`src/include/idle_pkg.sv`:
```
// Purpose: Shared constants and types of the idle domain wake-up control.
// Assumes: AHB-Lite register words, one register per word index.
// Notes: Byte address of each register is four times its index.
package idle_pkg;
    localparam int unsigned ADDR_LSB = 2;
    localparam int unsigned IDX_W    = 16;
    typedef logic [IDX_W-1:0] reg_idx_t;
    typedef logic [15:0]      reg_word_t;

    // Register indices.
    localparam reg_idx_t IDX_IDLE_CONFIGURATION      = 16'h0001;
    localparam reg_idx_t IDX_IDLE_STATUS             = 16'h0002;
    localparam reg_idx_t IDX_PLL_CONTROL_STATUS      = 16'h0003;
    localparam reg_idx_t IDX_WAKE_SOURCE_ENABLE      = 16'h0004;
    localparam reg_idx_t IDX_EXTERNAL_BUS_SELECT     = 16'h0005;
    localparam reg_idx_t IDX_INTERRUPT_ENABLE        = 16'h0006;
    localparam reg_idx_t IDX_PERIPHERAL_IDLE_CONTROL = 16'h9400;
    localparam reg_idx_t IDX_PERIPHERAL_IDLE_STATUS  = 16'h9401;
    localparam reg_idx_t IDX_MASTER_IDLE_CONTROL     = 16'h9402;
    localparam reg_idx_t IDX_MASTER_IDLE_STATUS      = 16'h9403;

    // Idle configuration fields.
    localparam int unsigned CFG_W       = 10;
    localparam int unsigned CORE_BIT    = 0;
    localparam int unsigned MASTER_BIT  = 1;
    localparam int unsigned ICACHE_BIT  = 2;
    localparam int unsigned PERIPH_BIT  = 3;
    localparam int unsigned CLKGEN_BIT  = 4;
    localparam int unsigned EXTMEM_BIT  = 5;
    localparam int unsigned XPORT_BIT   = 6;
    localparam int unsigned MPORT_BIT   = 7;
    localparam int unsigned IPORT_BIT   = 8;
    localparam int unsigned CLKEXT_BIT  = 9;
    typedef logic [CFG_W-1:0] idle_cfg_t;
    localparam idle_cfg_t CFG_RESET      = 10'h000;
    // Bits that must accompany a clock generator idle request.
    localparam idle_cfg_t CLK_COMPANIONS = 10'h3E7;
    // Status bits cleared by an interrupt wake-up.
    localparam idle_cfg_t WAKE_CLEAR     = 10'h171;

    // PLL control/status fields.
    localparam int unsigned PLL_PWRDN_BIT = 0;
    localparam int unsigned PLL_RST_BIT   = 1;
    localparam int unsigned PLL_EN_BIT    = 2;
    localparam int unsigned OSC_PWRDN_BIT = 3;
    localparam int unsigned PLL_LOCK_BIT  = 4;
    localparam logic [3:0]  PLL_RESET     = 4'h2;

    // Wake sources: four external lines then the non-maskable one.
    localparam int unsigned WAKE_W     = 5;
    localparam int unsigned NMI_BIT    = 4;
    localparam logic [4:0]  WAKE_RESET = 5'h1F;

    // Multiplexed modules: serial port 2, UART, external memory.
    localparam int unsigned MUX_W     = 3;
    localparam logic [2:0]  MUX_RESET = 3'h7;

    // Serial port and DMA positions in the peripheral and master words.
    localparam int unsigned SPORT_BIT = 0;
    localparam int unsigned DMA_BIT   = 0;

    // Oscillator settling in reference clock cycles.
    localparam int unsigned SETTLE_CYCLES = 41032;
    localparam int unsigned SETTLE_W      = 16;
endpackage : idle_pkg

```
`src/include/idle_link_if.sv`:
```
// Purpose: Carries settle-timer and auto-wake signals inside the block.
// Assumes: One clock, hclk.
// Notes: No clocking block.
`timescale 1ns/1ps
`default_nettype none
interface idle_link_if;
    logic settle_start;  // Restart the oscillator settle count.
    logic settle_busy;   // Count running.
    logic sport_idle;    // Serial port armed idle.
    logic dma_idle;      // DMA armed idle.
    logic ext_clk;       // Serial port on external clock.
    logic xfer_start;    // Incoming transfer begins.
    logic xfer_done;     // Transfer moved to memory.
    logic awake;         // Auto-woken transfer in progress.
    modport ctrl (output settle_start, sport_idle, dma_idle, ext_clk, xfer_start, xfer_done,
                  input settle_busy, awake);
    modport settle (input settle_start, output settle_busy);
    modport autowake (input sport_idle, dma_idle, ext_clk, xfer_start, xfer_done, output awake);
endinterface : idle_link_if
`default_nettype wire

```
`src/verilog/osc_settle_timer.sv`:
```
// Purpose: Oscillator settling count-down.
// Assumes: Counts down on each rising hclk edge until zero, then holds.
// Notes: Busy from reset release and after each restart.
`timescale 1ns/1ps
`default_nettype none
module osc_settle_timer #(
    parameter int unsigned CYCLES = idle_pkg::SETTLE_CYCLES
) (
    input  wire logic  clk,
    input  wire logic  rst_n,
    idle_link_if.settle lnk
);
    import idle_pkg::*;
    logic [SETTLE_W-1:0] count_reg;

    // A restart reloads the full count; the core stays held until it runs out.
    always_ff @(posedge clk or negedge rst_n) begin
        if (!rst_n) begin
            count_reg <= SETTLE_W'(CYCLES - 1);
        end else if (lnk.settle_start) begin
            count_reg <= SETTLE_W'(CYCLES - 1);
        end else if (count_reg != '0) begin
            count_reg <= count_reg - 1'b1;
        end
    end

    assign lnk.settle_busy = (count_reg != '0);
endmodule : osc_settle_timer
`default_nettype wire

```
`src/verilog/sport_autowake.sv`:
```
// Purpose: Auto wake and re-idle of the serial port and DMA.
// Assumes: Transfer start and done are one-cycle pulses.
// Notes: Only wakes while both are idled and the port runs on an external clock.
`timescale 1ns/1ps
`default_nettype none
module sport_autowake (
    input  wire logic    clk,
    input  wire logic    rst_n,
    idle_link_if.autowake lnk
);
    typedef enum logic {AW_SLEEP, AW_MOVE} aw_state_t;
    aw_state_t state_reg;

    // Wake on a new transfer and fall back to idle once it completes.
    always_ff @(posedge clk or negedge rst_n) begin
        if (!rst_n) begin
            state_reg <= AW_SLEEP;
        end else begin
            unique case (state_reg)
                AW_SLEEP: begin
                    if (lnk.sport_idle && lnk.dma_idle && lnk.ext_clk && lnk.xfer_start) begin
                        state_reg <= AW_MOVE;
                    end
                end
                AW_MOVE: begin
                    if (lnk.xfer_done || !(lnk.sport_idle && lnk.dma_idle)) begin
                        state_reg <= AW_SLEEP;
                    end
                end
            endcase
        end
    end

    assign lnk.awake = (state_reg == AW_MOVE);
endmodule : sport_autowake
`default_nettype wire

```
`src/verilog/idle_wakeup_ctrl.sv`:
```
// Purpose: Idle domain gating and wake-up control with an AHB-Lite register file.
// Assumes: Core signals idle instruction execution by a one-cycle pulse.
// Notes: Zero-wait-state slave; settle count runs on hclk as reference clock.
//
// Decided for this implementation: the AHB-Lite slave port.
`timescale 1ns/1ps
`default_nettype none
module idle_wakeup_ctrl #(
    parameter int unsigned SETTLE_CYCLES = idle_pkg::SETTLE_CYCLES
) (
    input  wire logic                        hclk,
    input  wire logic                        hresetn,
    input  wire logic                        hsel,
    input  wire logic [31:0]                 haddr,
    input  wire logic [1:0]                  htrans,
    input  wire logic                        hwrite,
    input  wire logic [2:0]                  hsize,
    input  wire logic [31:0]                 hwdata,
    input  wire logic                        hready,
    output logic      [31:0]                 hrdata,
    output logic                             hreadyout,
    output logic                             hresp,

    input  wire logic                        idle_exec,
    input  wire logic                        nmi_in,
    input  wire logic [3:0]                  ext_int,
    input  wire logic                        onchip_irq,
    input  wire logic                        pll_lock,
    input  wire logic                        sport_ext_clk,
    input  wire logic                        sport_xfer_start,
    input  wire logic                        sport_xfer_done,
    input  wire logic [idle_pkg::MUX_W-1:0]  mux_access,

    output logic      [idle_pkg::CFG_W-1:0]  domain_idle,
    output logic      [15:0]                 periph_idle,
    output logic      [15:0]                 master_idle,
    output logic      [idle_pkg::MUX_W-1:0]  mux_clk_en,
    output logic                             core_hold,
    output logic                             bus_error_irq,
    output logic                             pll_power_down,
    output logic                             pll_hold_reset,
    output logic                             pll_core_select,
    output logic                             oscillator_enable
);
    import idle_pkg::*;

    idle_link_if lnk ();

    logic                 wr_pend_reg;
    reg_idx_t             wr_idx_reg;

    idle_cfg_t            cfg_reg;
    idle_cfg_t            stat_reg;
    reg_word_t            pctl_reg;
    reg_word_t            pstat_reg;
    reg_word_t            mctl_reg;
    reg_word_t            mstat_reg;

    logic [3:0]           pll_reg;
    logic [WAKE_W-1:0]    wake_source_enable_reg;
    logic [MUX_W-1:0]     xbs_reg;
    logic [3:0]           ier_reg;

    logic                 settling_reg;

    logic [31:0]          rdata_reg;
    logic                 berr_reg;
    logic                 core_hold_reg;
    logic [15:0]          pidle_reg;
    logic [15:0]          midle_reg;
    logic [4:0]           pllo_reg;

    // Word index of a byte address on the bus.
    function automatic reg_idx_t addr_index(input logic [31:0] a);
        addr_index = a[ADDR_LSB +: IDX_W];
    endfunction : addr_index

    // Read view of every mapped register; unmapped words read as zero.
    function automatic reg_word_t read_word(input reg_idx_t idx);
        read_word = '0;
        unique case (idx)
            IDX_IDLE_CONFIGURATION:      read_word = {6'h00, cfg_reg};
            IDX_IDLE_STATUS:             read_word = {6'h00, stat_reg};
            IDX_PLL_CONTROL_STATUS:      read_word = {11'h000, pll_lock, pll_reg};
            IDX_WAKE_SOURCE_ENABLE:      read_word = {11'h000, wake_source_enable_reg};
            IDX_EXTERNAL_BUS_SELECT:     read_word = {13'h0000, xbs_reg};
            IDX_INTERRUPT_ENABLE:        read_word = {12'h000, ier_reg};
            IDX_PERIPHERAL_IDLE_CONTROL: read_word = pctl_reg;
            IDX_PERIPHERAL_IDLE_STATUS:  read_word = pstat_reg;
            IDX_MASTER_IDLE_CONTROL:     read_word = mctl_reg;
            IDX_MASTER_IDLE_STATUS:      read_word = mstat_reg;
            default:                     read_word = '0;
        endcase
    endfunction : read_word

    // Bus address phase and write strobe in the following data phase.
    logic addr_ok;
    logic wr_now;

    assign addr_ok = hsel && hready && htrans[1];
    assign wr_now  = wr_pend_reg;

    // Address phase: latch writes, and fetch read data so it stands in the data phase.
    always_ff @(posedge hclk or negedge hresetn) begin
        if (!hresetn) begin
            wr_pend_reg <= 1'b0;
            wr_idx_reg  <= '0;
            rdata_reg   <= '0;
        end else if (hready) begin
            wr_pend_reg <= addr_ok && hwrite;
            wr_idx_reg  <= addr_index(haddr);
            if (addr_ok && !hwrite) begin
                rdata_reg <= {16'h0000, read_word(addr_index(haddr))};
            end
        end
    end

    // The slave never stretches a transfer and always answers OKAY.
    always_ff @(posedge hclk or negedge hresetn) begin
        if (!hresetn) begin
            hreadyout <= 1'b0;
            hresp     <= 1'b0;
        end else begin
            hreadyout <= 1'b1;
            hresp     <= 1'b0;
        end
    end

    // Idle instruction with the clock generator bit set is legal only with the full companion set armed.
    logic clk_bad;

    assign clk_bad = cfg_reg[CLKGEN_BIT] && ((cfg_reg & CLK_COMPANIONS) != CLK_COMPANIONS);

    // Wake detection. Deep idle only listens to the selected external lines and the selected non-maskable source.
    logic ext_wake;
    logic deep_wake;
    logic any_wake;

    assign ext_wake  = |(ext_int & ier_reg & wake_source_enable_reg[3:0]);
    assign deep_wake = ext_wake || (nmi_in && wake_source_enable_reg[NMI_BIT]);
    assign any_wake  = deep_wake || |(ext_int & ier_reg) || nmi_in || onchip_irq;

    // Configuration: armed by software, changed only by the bus, cleared by reset.
    always_ff @(posedge hclk or negedge hresetn) begin
        if (!hresetn) begin
            cfg_reg <= CFG_RESET;
        end else if (wr_now && wr_idx_reg == IDX_IDLE_CONFIGURATION) begin
            cfg_reg <= hwdata[CFG_W-1:0];
        end
    end

    // Domain status. Writes from software never reach it.
    always_ff @(posedge hclk or negedge hresetn) begin
        if (!hresetn) begin
            stat_reg     <= CFG_RESET;
            settling_reg <= 1'b0;
        end else if (stat_reg[CLKGEN_BIT]) begin
            // Clock generator off: only the selected external lines and the selected non-maskable source get through.
            if (deep_wake) begin
                stat_reg     <= stat_reg & ~WAKE_CLEAR;
                settling_reg <= pll_reg[OSC_PWRDN_BIT];
            end
        end else if (stat_reg[CORE_BIT]) begin
            if (any_wake) begin
                stat_reg <= stat_reg & ~WAKE_CLEAR;
            end
        end else if (idle_exec && !clk_bad) begin
            stat_reg <= cfg_reg;
        end else if (settling_reg && !lnk.settle_busy) begin
            settling_reg <= 1'b0;
        end
    end

    // The settle count restarts at the oscillator wake-up.
    assign lnk.settle_start = stat_reg[CLKGEN_BIT] && deep_wake && pll_reg[OSC_PWRDN_BIT];

    // Program flow is held through the settle count after reset or oscillator wake-up.
    always_ff @(posedge hclk or negedge hresetn) begin
        if (!hresetn) begin
            core_hold_reg <= 1'b1;
        end else begin
            core_hold_reg <= lnk.settle_busy || lnk.settle_start;
        end
    end

    // Bus error interrupt for an illegal clock generator idle or a gated module access.
    always_ff @(posedge hclk or negedge hresetn) begin
        if (!hresetn) begin
            berr_reg <= 1'b0;
        end else begin
            berr_reg <= (idle_exec && !stat_reg[CORE_BIT] && clk_bad)
                        || |(mux_access & ~xbs_reg);
        end
    end

    // Peripheral and master control words: software writes arm them only.
    always_ff @(posedge hclk or negedge hresetn) begin
        if (!hresetn) begin
            pctl_reg <= '0;
            mctl_reg <= '0;
        end else if (wr_now) begin
            if (wr_idx_reg == IDX_PERIPHERAL_IDLE_CONTROL) begin
                pctl_reg <= hwdata[15:0];
            end
            if (wr_idx_reg == IDX_MASTER_IDLE_CONTROL) begin
                mctl_reg <= hwdata[15:0];
            end
        end
    end

    // The idle instruction applies armed peripheral and master settings.
    always_ff @(posedge hclk or negedge hresetn) begin
        if (!hresetn) begin
            pstat_reg <= '0;
            mstat_reg <= '0;
        end else if (idle_exec && !stat_reg[CORE_BIT] && !clk_bad) begin
            pstat_reg <= cfg_reg[PERIPH_BIT] ? pctl_reg : '0;
            mstat_reg <= cfg_reg[MASTER_BIT] ? mctl_reg : '0;
        end
    end

    // PLL, wake source, bus select and interrupt enable words.
    always_ff @(posedge hclk or negedge hresetn) begin
        if (!hresetn) begin
            pll_reg  <= PLL_RESET;
            wake_source_enable_reg <= WAKE_RESET;
            xbs_reg  <= MUX_RESET;
            ier_reg  <= '0;
        end else if (wr_now) begin
            unique case (wr_idx_reg)
                IDX_PLL_CONTROL_STATUS:  pll_reg  <= hwdata[3:0];
                IDX_WAKE_SOURCE_ENABLE:  wake_source_enable_reg <= hwdata[WAKE_W-1:0];
                IDX_EXTERNAL_BUS_SELECT: xbs_reg  <= hwdata[MUX_W-1:0];
                IDX_INTERRUPT_ENABLE:    ier_reg  <= hwdata[3:0];
                default:                 ;
            endcase
        end
    end

    // Serial port and DMA auto-wake works on the armed idle states.
    assign lnk.sport_idle = pstat_reg[SPORT_BIT];
    assign lnk.dma_idle   = mstat_reg[DMA_BIT];
    assign lnk.ext_clk    = sport_ext_clk;
    assign lnk.xfer_start = sport_xfer_start;
    assign lnk.xfer_done  = sport_xfer_done;

    // Effective idle lines; an auto-woken transfer lifts both for its duration.
    always_ff @(posedge hclk or negedge hresetn) begin
        if (!hresetn) begin
            pidle_reg <= '0;
            midle_reg <= '0;
        end else begin
            pidle_reg <= pstat_reg;
            midle_reg <= mstat_reg;
            if (lnk.awake) begin
                pidle_reg[SPORT_BIT] <= 1'b0;
                midle_reg[DMA_BIT]   <= 1'b0;
            end
        end
    end

    // PLL controls and the clock source switch; the oscillator stops only in deep idle.
    always_ff @(posedge hclk or negedge hresetn) begin
        if (!hresetn) begin
            pllo_reg <= {1'b0, 1'b1, 1'b0, 1'b1, 1'b0};
        end else begin
            pllo_reg[0] <= pll_reg[PLL_PWRDN_BIT] && stat_reg[CLKGEN_BIT];
            pllo_reg[1] <= pll_reg[PLL_RST_BIT];
            pllo_reg[2] <= pll_reg[PLL_EN_BIT] && !pll_reg[PLL_RST_BIT];
            pllo_reg[3] <= !(pll_reg[OSC_PWRDN_BIT] && stat_reg[CLKGEN_BIT]) || deep_wake;
            pllo_reg[4] <= 1'b0;
        end
    end

    // Clock enables of the multiplexed modules follow the bus selection.
    always_ff @(posedge hclk or negedge hresetn) begin
        if (!hresetn) begin
            mux_clk_en <= '0;
        end else begin
            mux_clk_en <= xbs_reg;
        end
    end

    osc_settle_timer #(
        .CYCLES (SETTLE_CYCLES)
    ) u_settle (
        .clk   (hclk),
        .rst_n (hresetn),
        .lnk   (lnk)
    );

    sport_autowake u_autowake (
        .clk   (hclk),
        .rst_n (hresetn),
        .lnk   (lnk)
    );

    // Outputs, each taken from its flip-flop.
    assign hrdata            = rdata_reg;

    assign domain_idle       = stat_reg;
    assign periph_idle       = pidle_reg;
    assign master_idle       = midle_reg;
    assign core_hold         = core_hold_reg;
    assign bus_error_irq     = berr_reg;

    assign pll_power_down    = pllo_reg[0];
    assign pll_hold_reset    = pllo_reg[1];
    assign pll_core_select   = pllo_reg[2];
    assign oscillator_enable = pllo_reg[3];
endmodule : idle_wakeup_ctrl
`default_nettype wire

```
`config.mk`:
```
export PLATFORM = sky130hd
export DESIGN_NAME = idle_wakeup_ctrl
export DESIGN_NICKNAME = d
export VERILOG_FILES = /design/src/include/idle_pkg.sv /design/src/include/idle_link_if.sv /design/src/verilog/osc_settle_timer.sv /design/src/verilog/sport_autowake.sv /design/src/verilog/idle_wakeup_ctrl.sv
export SDC_FILE = /design/constraint.sdc
export NUM_CORES = 1
export LEC_CHECK = 0
export BUFFER_PORTS_ARGS = -buffer_cell sky130_fd_sc_hd__buf_4
export CAP_MARGIN = 20
export CELL_PAD_IN_SITES_DETAIL_PLACEMENT = 1
export CELL_PAD_IN_SITES_GLOBAL_PLACEMENT = 2
export CORE_MARGIN = 2
export CORE_UTILIZATION = 35
export CTS_CLUSTER_DIAMETER = 30
export DETAILED_ROUTE_END_ITERATION = 6
export PLACE_DENSITY_LB_ADDON = 0.1
export SKIP_CTS_REPAIR_TIMING = 1
export SLEW_MARGIN = 10
export SYNTH_ARGS = -nofsm -noshare
export SYNTH_HDL_FRONTEND = slang
export SYNTH_SLANG_ARGS = --single-unit
```
`constraint.sdc`:
```
create_clock -name hclk -period 2.5 [get_ports hclk]
set_input_delay 0.625 -clock hclk [delete_from_list [all_inputs] [get_ports hclk]]
set_output_delay 0.625 -clock hclk [all_outputs]
set_load 0.02 [all_outputs]
```
Word-level counts from Yosys, hierarchy flattened

Index checks and enable logic that the tools add are counted.

Output and inout port bits: 85
Logic and storage cells: 116
Bits in registers: 192

Eq/ne operators: 20
Multiplexer cells: 15
Add/subtract/negate cells: 1
Bitwise logic cells: 7
Reduce and logical (&&, ||, !) cells: 48

Operators by type and width:

| cell                    | number |
|---|---|
| $pmux W16 S10           | 1 |
| $eq A16 B16 Y1 const B  | 6 |
| $eq A16 B3 Y1 const B   | 6 |
| $mux W16                | 4 |
| $eq A16 B2 Y1 const B   | 3 |
| $eq A16 B1 Y1 const B   | 2 |
| $mux W10                | 3 |
| $logic_and A1 B1 Y1     | 19 |
| $mux W9                 | 2 |
| $reduce_bool A16 Y1     | 1 |
| $sub A16 B1 Y16 const B | 1 |
| $reduce_and A2 Y1       | 7 |
| $and A4 B4 Y4           | 2 |
| $logic_or A1 B1 Y1      | 8 |
| $ne A8 B8 Y1 const B    | 1 |
| $reduce_or A4 Y1        | 2 |
| $logic_not A1 Y1        | 6 |
| $reduce_and A3 Y1       | 2 |
| $mux W1                 | 4 |
| $and A3 B3 Y3           | 1 |
| $ne A3 B1 Y1 const B    | 1 |
| $not A1 Y1              | 3 |
| $not A3 Y3              | 1 |
| $reduce_bool A3 Y1      | 1 |
| other kinds (4)         | 4 |

Logic depth before layout (Yosys ltp)

Gate-level depths: netlist of run 1.

Depth in word-level cells: 10
Mapped depth: 8

Hierarchy

Synthesis of run 1 repeated with hierarchy kept, for this count alone.

Cell total of the unflattened synthesis: 708
Area total of the unflattened synthesis: 8,426.8 sq um

By module, submodules not included:

| module           | sequential area each (sq um) | area each (sq um) | instances | cells each |
|---|---|---|---|---|
| idle_wakeup_ctrl | 4,394.2                      | 7,427.1           | 1         | 604 |
| osc_settle_timer | 407.9                        | 952.2             | 1         | 99 |
| sport_autowake   | 25.0                         | 47.5              | 1         | 5 |

Least setup slack after synthesis of run 1

Ideal clock, no wire load.

Path type: input port to flip-flop
Start: in haddr[3]
End: reg rdata_reg[0] (netlist: hrdata[0])
Path slack: 0.349 ns
Path buffers: 2
Data required time: 2.366 ns
Stages: 7
Arrival time: 2.017 ns
Cell sequence: clkbuf_1 > buf_1 > mux2i_1 > a2bb2oi_1 > nor2_1 > a2111oi_0 > o21ai_0

Cells in the longest elaborated chain, start to end: 2
Elaborated cells on any way between the ends: 11
Those cells by class: eq/ne: 10; mux: 1

RTL lines:

| element                                | line                    | text |
|---|---|---|
| from (decl)                            | idle_wakeup_ctrl.sv:14  | `input wire logic [31:0] haddr,` |
| $eq A16 B16 Y1 (tied with other cells) | idle_wakeup_ctrl.sv:81  | `unique case (idx)` |
| $pmux W16 S10 (*)                      | idle_wakeup_ctrl.sv:81  |  |
| to (signal assigned)                   | idle_wakeup_ctrl.sv:113 | `rdata_reg <= {16'h0000, read_word(addr_index(haddr))};` |
| to (decl)                              | idle_wakeup_ctrl.sv:66  | `logic [31:0] rdata_reg;` |

Every way passes the cells marked *; elsewhere a longest branch is shown, timed or not.
A chain may end at the register's enable or synchronous reset.

Worst setup path after layout of run 1

Start: reg wr_idx_reg[11]
End: reg cfg_reg[4]

Cells in the longest elaborated chain, start to end: 2

RTL lines:

| element                | line                    | text |
|---|---|---|
| from (decl)            | idle_wakeup_ctrl.sv:50  | `reg_idx_t wr_idx_reg;` |
| from (signal assigned) | idle_wakeup_ctrl.sv:111 | `wr_idx_reg <= addr_index(haddr);` |
| $eq A16 B1 Y1          | idle_wakeup_ctrl.sv:147 | `end else if (wr_now && wr_idx_reg == IDX_IDLE_CONFIGURATION) begin` |
| $logic_and A1 B1 Y1    | idle_wakeup_ctrl.sv:147 |  |
| to (signal assigned)   | idle_wakeup_ctrl.sv:148 | `cfg_reg <= hwdata[CFG_W-1:0];` |
| to (decl)              | idle_wakeup_ctrl.sv:52  | `idle_cfg_t cfg_reg;` |

Every way passes these cells.

==> results of run 1 <==
==> worst max-delay path, stage by stage (launching register included) <==
cell and delay (ps):
dfrtp_1 380, or4b_4 550, nor4_4 280, nand4b_2 220
nor3b_2 190, buf_4 220, mux2_2 370
==> path summary, 6_finish.rpt <==
kind                           startpoint                   endpoint  cells after the start
min reg2reg                    pll_reg[1]                pllo_reg[1]                      0
min in group hclk              pll_reg[1]                pllo_reg[1]                      0
max                        wr_idx_reg[11]                 cfg_reg[4]                      6
min                               hresetn              pstat_reg[11]                      1
max in group asynchronous         hresetn  wake_source_enable_reg[2]                      2
max reg2reg                wr_idx_reg[11]                 cfg_reg[4]                      6
==> stage by stage <==
| stage | area, sq um | hold slack, ps | setup slack [ps] | utilization (%) |
|---|---|---|---|---|
| 2_1_floorplan | 8480 | 329 | 349 | - |
| 3_3_place_gp | 9870 | 383 | 84.2 | 41.9 |
| 3_5_place_dp | 9870 | 384 | 7.69 | 41.9 |
| 4_1_cts | 10500 | 157 | 99.1 | 44.5 |
| 5_1_grt | 10500 | 161 | 44.0 | 44.5 |
| 6_report | 10500 | 141 | 157 | 44.5 |
==> cell families after synthesis <==
family | count (synthesis) | share of synthesized area (%)
buffers and inverters | 64 | 3.82
DFF | 192 | 57.3
and+or+nand+nor | 242 | 15.2
muxes | 98 | 12.9
AOI/OAI and AO/OA | 129 | 9.87
other | 2 | 0.0892
adders and majority gates | 1 | 0.149
xor gates and xnor gates | 6 | 0.624
==> placed cells by master, fill, tap and decap left out, types with 5 or more instances in the layout <==
master / netlist / routed
mux2i_1: 13 / 13
clkbuf_16: 0 / 17
buf_4: 19 / 156
mux2_2: 84 / 84
or3_1: 6 / 6
a22oi_1: 17 / 17
o21ai_0: 45 / 45
nor2b_1: 5 / 5
conb_1: 2 / 18
nand2_1: 102 / 102
nor3_1: 18 / 18
a2111oi_0: 8 / 8
dfrtp_1: 174 / 174
nand4_1: 15 / 15
nand3_1: 19 / 19
inv_1: 13 / 13
xnor2_1: 6 / 6
o32ai_1: 9 / 9
a31oi_1: 7 / 7
a21oi_1: 17 / 17
nor2_1: 30 / 30
dfstp_2: 18 / 18
==> where the power goes <==
group / switching, mW / internal (mW)
combinational: 0.382 / 0.283
sequential: 0.137 / 3.26
clock: 1.25 / 1.55
==> layer usage <==
| metal | wire, um | up-vias | track usage, % |
|---|---|---|---|
| met5 | 0 | - | 0 |
| met4 | 438 | 0 | 5.87 |
| met3 | 775 | 26 | 3.20 |
| met2 | 12200 | 143 | 34.1 |
| met1 | 11400 | 3212 | 26.7 |
| li1 | - | 2903 | - |
==> cell type report <==
type                       instances  area [sq um]  share of cell area, %
multi-input combinational        494          3340                   31.9
tap                              319           399                   3.81
clock inverter                    12           145                   1.38
timing repair buffer             161          1260                   12.1
clock buffer                      20           457                   4.36
sequential                       192          4830                   46.1
inverter                          13          48.8                  0.466
==> reports/metrics.yaml, run 1 <==
global_route:
  grt_first_pass_wirelength_mm: 39.7
  grt_max_degree: 65
  grt_pass1_vias: 6894
  antenna_found_initial: 0
  grt_usage_pct: 20.1
  grt_overflow: 0
cts:
  clkTransAtPathRegs_ps: 70
  clockBufferDepth: 2
  clock_sinks: 192
  cts_buffers: 17
  htreeDepth: 4
  clk_latency_ps: 440
  cts_root_buffer: "clkbuf_16"
  cts_tree: "yes"
worst_setup_path:
  cp-end-kind: "flop"
  r2r_slack_ps: 160
  required_ps: 2810
  cp-start-kind: "flop"
  critPathKind: "reg -> reg"
  crit_arrival_ps: 2650
  crit_fanout: 10
layout:
  final_cells: 1211
  syn_to_final_growth_pct: 24.5
  antennaDiodeCount: 0
  finalNetCount: 968
  fill_cells: 2612
  drive_above_1_share_pct: 35.1
yosys:
  yosysWarnings: 0
  ys_types: 61
  synth_top_area_share_pct: 51.7
  synth_top_cell_by_area: "dfrtp_1"
  syn_area_sq_mm: 0.00842
  yosysMostFrequentCell: "dfrtp_1"
  ys_seq_elements: 192
  synth-edff-count: 0
  synthTopCellsByCount: "dfrtp_1 (174), nand2_1 (102), mux2_2 (84)"
  seq_area_frac_synth_pct: 57.3
  synth_area_per_cell_sq_um: 11.5
  syn-instance-count: 734
  synth_ff_type: "dfrtp_1"
  synthTopCellsByArea: "dfrtp_1 (52%), mux2_2 (11%), dfstp_2 (5.6%)"
  ys_async_sr_fraction_pct: 100
detailed_routing:
  vias_per_cell: 5.19
  drtAntennaViolNets: 0
  wl_mm: 24.9
  routedWlPerCell_um: 20.5
  drtIter0Drc: 340
  num_vias: 6284
  dr.pass1.iters: 5
  drc_errors: 0
sta:
  setup_viol: 0
  tightest_slew_ps: 775
  rsz0062_at_grt: "no"
  final_hold_viol_count: 0
  drv_slew: 0
  finalClockSkew_ps: 13.3
  final.min_clock_period_ps: 2340
  post-route-period-util_pct: 93.7
  slew-limit-headroom_pct: 47.0
  setup-tns-final_ps: 0
  max_freq_mhz: 427
die:
  ios: 173
  die_x_um: 159
  rows: 56
  core_sq_mm: 0.0235
  dieArea_sq_mm: 0.0253
  die_h_um: 159
  initial_core_util_pct: 35.8
place:
  gp_congestion: 0.859
  dp_hpwl_mm: 17.7
  port-buffer-count: 119
  dpl.cell_count: 1178
status:
  status: "completed"
power:
  leakage_nw: 4.57
  ir_drop_uv: 377
  cellPowerDensity_mw_per_mm2: 655
  finalPower_mw: 6.87
hold_path:
  hold_class: "in -> async"
flow_run:
  maxCapViolCount: 0
(Power assumes the default switching activity.)
==> inputs of run 2 (changes only) <==
CELL_PAD_IN_SITES_DETAIL_PLACEMENT = 0   (was 1)
CELL_PAD_IN_SITES_GLOBAL_PLACEMENT = 1   (was 2)
CORE_UTILIZATION = 43   (was 35)
==> run 2 against run 1 <==
Compared with the run above: highest routed layer unchanged; largest power group unchanged; combinational power shrank 2%; register-to-register slack gained 90 ps; clock-buffer cell count shrank 2; routed wire length shrank 10%; flip-flop and latch count is the same; global-route usage grew 2.6 points; die area shrank 18%; critical path type unchanged; sequential power is essentially flat; clock power shrank 5%; critical path depth is the same; final area shrank 0.67%.
==> reports/metrics.yaml, run 2 (same netlist as run 1, synthesis figures left out) <==
layout:
  design_area_sq_mm: 0.0104  # -0.67%
  finalNetCount: 969  # +0.10%
  layout_common_cells: "dfrtp_1 (174), buf_4 (156), nand2_1 (102)"
  antennaDiodeCount: 0  # unchanged
  layout.cells.most_common: "dfrtp_1"
  syn_to_final_growth_pct: 23.7
  drive_above_1_share_pct: 35.2  # +0.073 points
power:
  ir_drop_uv: 404  # +7.0%
  cellPowerDensity_mw_per_mm2: 645  # -1.5%
  leakage_nw: 4.57  # about the same
worst_setup_path:
  cp-end-kind: "flop"
  critPathKind: "reg -> reg"
  crit_arrival_ps: 2570  # -80 ps
  cp-start-kind: "flop"
  crit_fanout: 10  # unchanged
  r2r_slack_ps: 250  # +90 ps
  required_ps: 2820  # about the same
die:
  die_h_um: 144  # -9.5%
  initial_core_util_pct: 43.5  # +7.8 points
  ios: 173  # unchanged
  dieArea_sq_mm: 0.0207  # -18%
  rows: 51  # -8.9%
  die_x_um: 144  # -9.5%
  core_sq_mm: 0.0193  # -18%
sta:
  final_hold_viol_count: 0  # unchanged
  worst_slack_ps: 251  # +93.9 ps
  setup-tns-final_ps: 0  # unchanged
  setup_viol: 0  # unchanged
  max_freq_mhz: 445  # +4.2%
  tightest_slew_ps: 890  # +114 ps
  post-route-period-util_pct: 90.0  # -3.8 points
  final.min_clock_period_ps: 2250  # -93.9 ps
  rsz0062_at_grt: "no"
  finalClockSkew_ps: 11.2  # -2.12 ps
  slew-limit-headroom_pct: 40.7  # -6.3 points
  drv_slew: 0  # unchanged
flow_run:
  maxCapViolCount: 0  # unchanged
global_route:
  grt_usage_pct: 22.7  # +2.6 points
  grt_overflow: 0  # unchanged
  antenna_found_initial: 0  # unchanged
  met3_usage_pct: 4.93  # +1.7 points
  grt_max_degree: 65  # unchanged
  grt_util_met1_pct: 31.0  # +4.3 points
  grtUsageMet2_pct: 36.3  # +2.2 points
  grt_pass1_vias: 6373  # -7.6%
  grt-busiest-layer: "met2"
  grt_first_pass_wirelength_mm: 35.3  # -11%
cts:
  cts_root_buffer: "clkbuf_16"
  clk_latency_ps: 430  # about the same
  cts_buffers: 17  # unchanged
  cts_tree: "yes"
  clock_sinks: 192  # unchanged
  clkTransAtPathRegs_ps: 70  # about the same
  clockBufferDepth: 2  # unchanged
  htreeDepth: 4  # unchanged
detailed_routing:
  drtAntennaViolNets: 0  # unchanged
  num_vias: 6232  # -0.83%
  routedWlPerCell_um: 19.3  # -5.9%
  drtIter0Drc: 417  # +23%
  dr.pass1.iters: 6  # +1
  drc_errors: 0  # unchanged
  wl_mm: 22.4  # -10%
  vias_per_cell: 5.38  # +3.7%
place:
  gp_congestion: 0.858  # -0.12%
  dp_slack_ps: 59.0  # +51.3 ps
  port-buffer-count: 119  # unchanged
  dpl_cell_area_sq_mm: 0.00983  # -0.41%
  dp_hpwl_mm: 15.9  # -10%
hold_path:
  hold_class: "in -> async"
status:
  status: "completed"
[run 2: area by class of cell]
class	instances	area [sq um]
Timing Repair Buffer	162	1280
Multi-Input combinational cell	494	3340
Tap cell	265	332
Clock inverter	14	150
Fill cell	1751	8920
Sequential cell	192	4830
Clock buffer	18	429
Inverter	13	48.8
[run 2: metal layers]
layer | part of all wire (%) | vias to the layer above
li1 | - | 2904
met1 | 45 | 3115
met2 | 48 | 188
met3 | 5.7 | 25
met4 | 2.0 | 0
met5 | 0 | -
[run 2: stage by stage]
| stage | total power [mW] | std cells | hold WS (ps) | util [%] |
|---|---|---|---|---|
| floorplan | 3.80 | 750 | 329 | - |
| global placement | 4.08 | 1126 | 384 | 50.9 |
| CTS | 6.79 | 1158 | 168 | 53.8 |
| detailed placement | 4.11 | 1126 | 386 | 50.9 |
| finish | 6.72 | 1158 | 154 | 53.8 |
| global route | 7.02 | 1158 | 176 | 53.8 |
[run 2: power by group]
group / switching (mW) / leakage, nW / internal, mW
clock: 1.26 / 0.278 / 1.41
combinational: 0.366 / 1.83 / 0.284
sequential: 0.132 / 2.46 / 3.26
[run 2: path summary, 6_finish.rpt]
kind | start | to | cells after the start
max | wr_idx_reg[11] | cfg_reg[8] | 6
min reg2reg | pll_reg[1] | pllo_reg[1] | 0
max in group asynchronous | hresetn | xbs_reg[1] | 2
min | hresetn | periph_idle[12] | 1
min in group hclk | pll_reg[1] | pllo_reg[1] | 0
max reg2reg | wr_idx_reg[11] | cfg_reg[8] | 6
[run 2: critical path, cell delays in order, from the launching register on]
cell and delay (ps):
dfrtp_1 380, or4b_4 550, nor4_4 200, nand4b_2 220, nor3b_2 190, buf_4 230, mux2_2 360
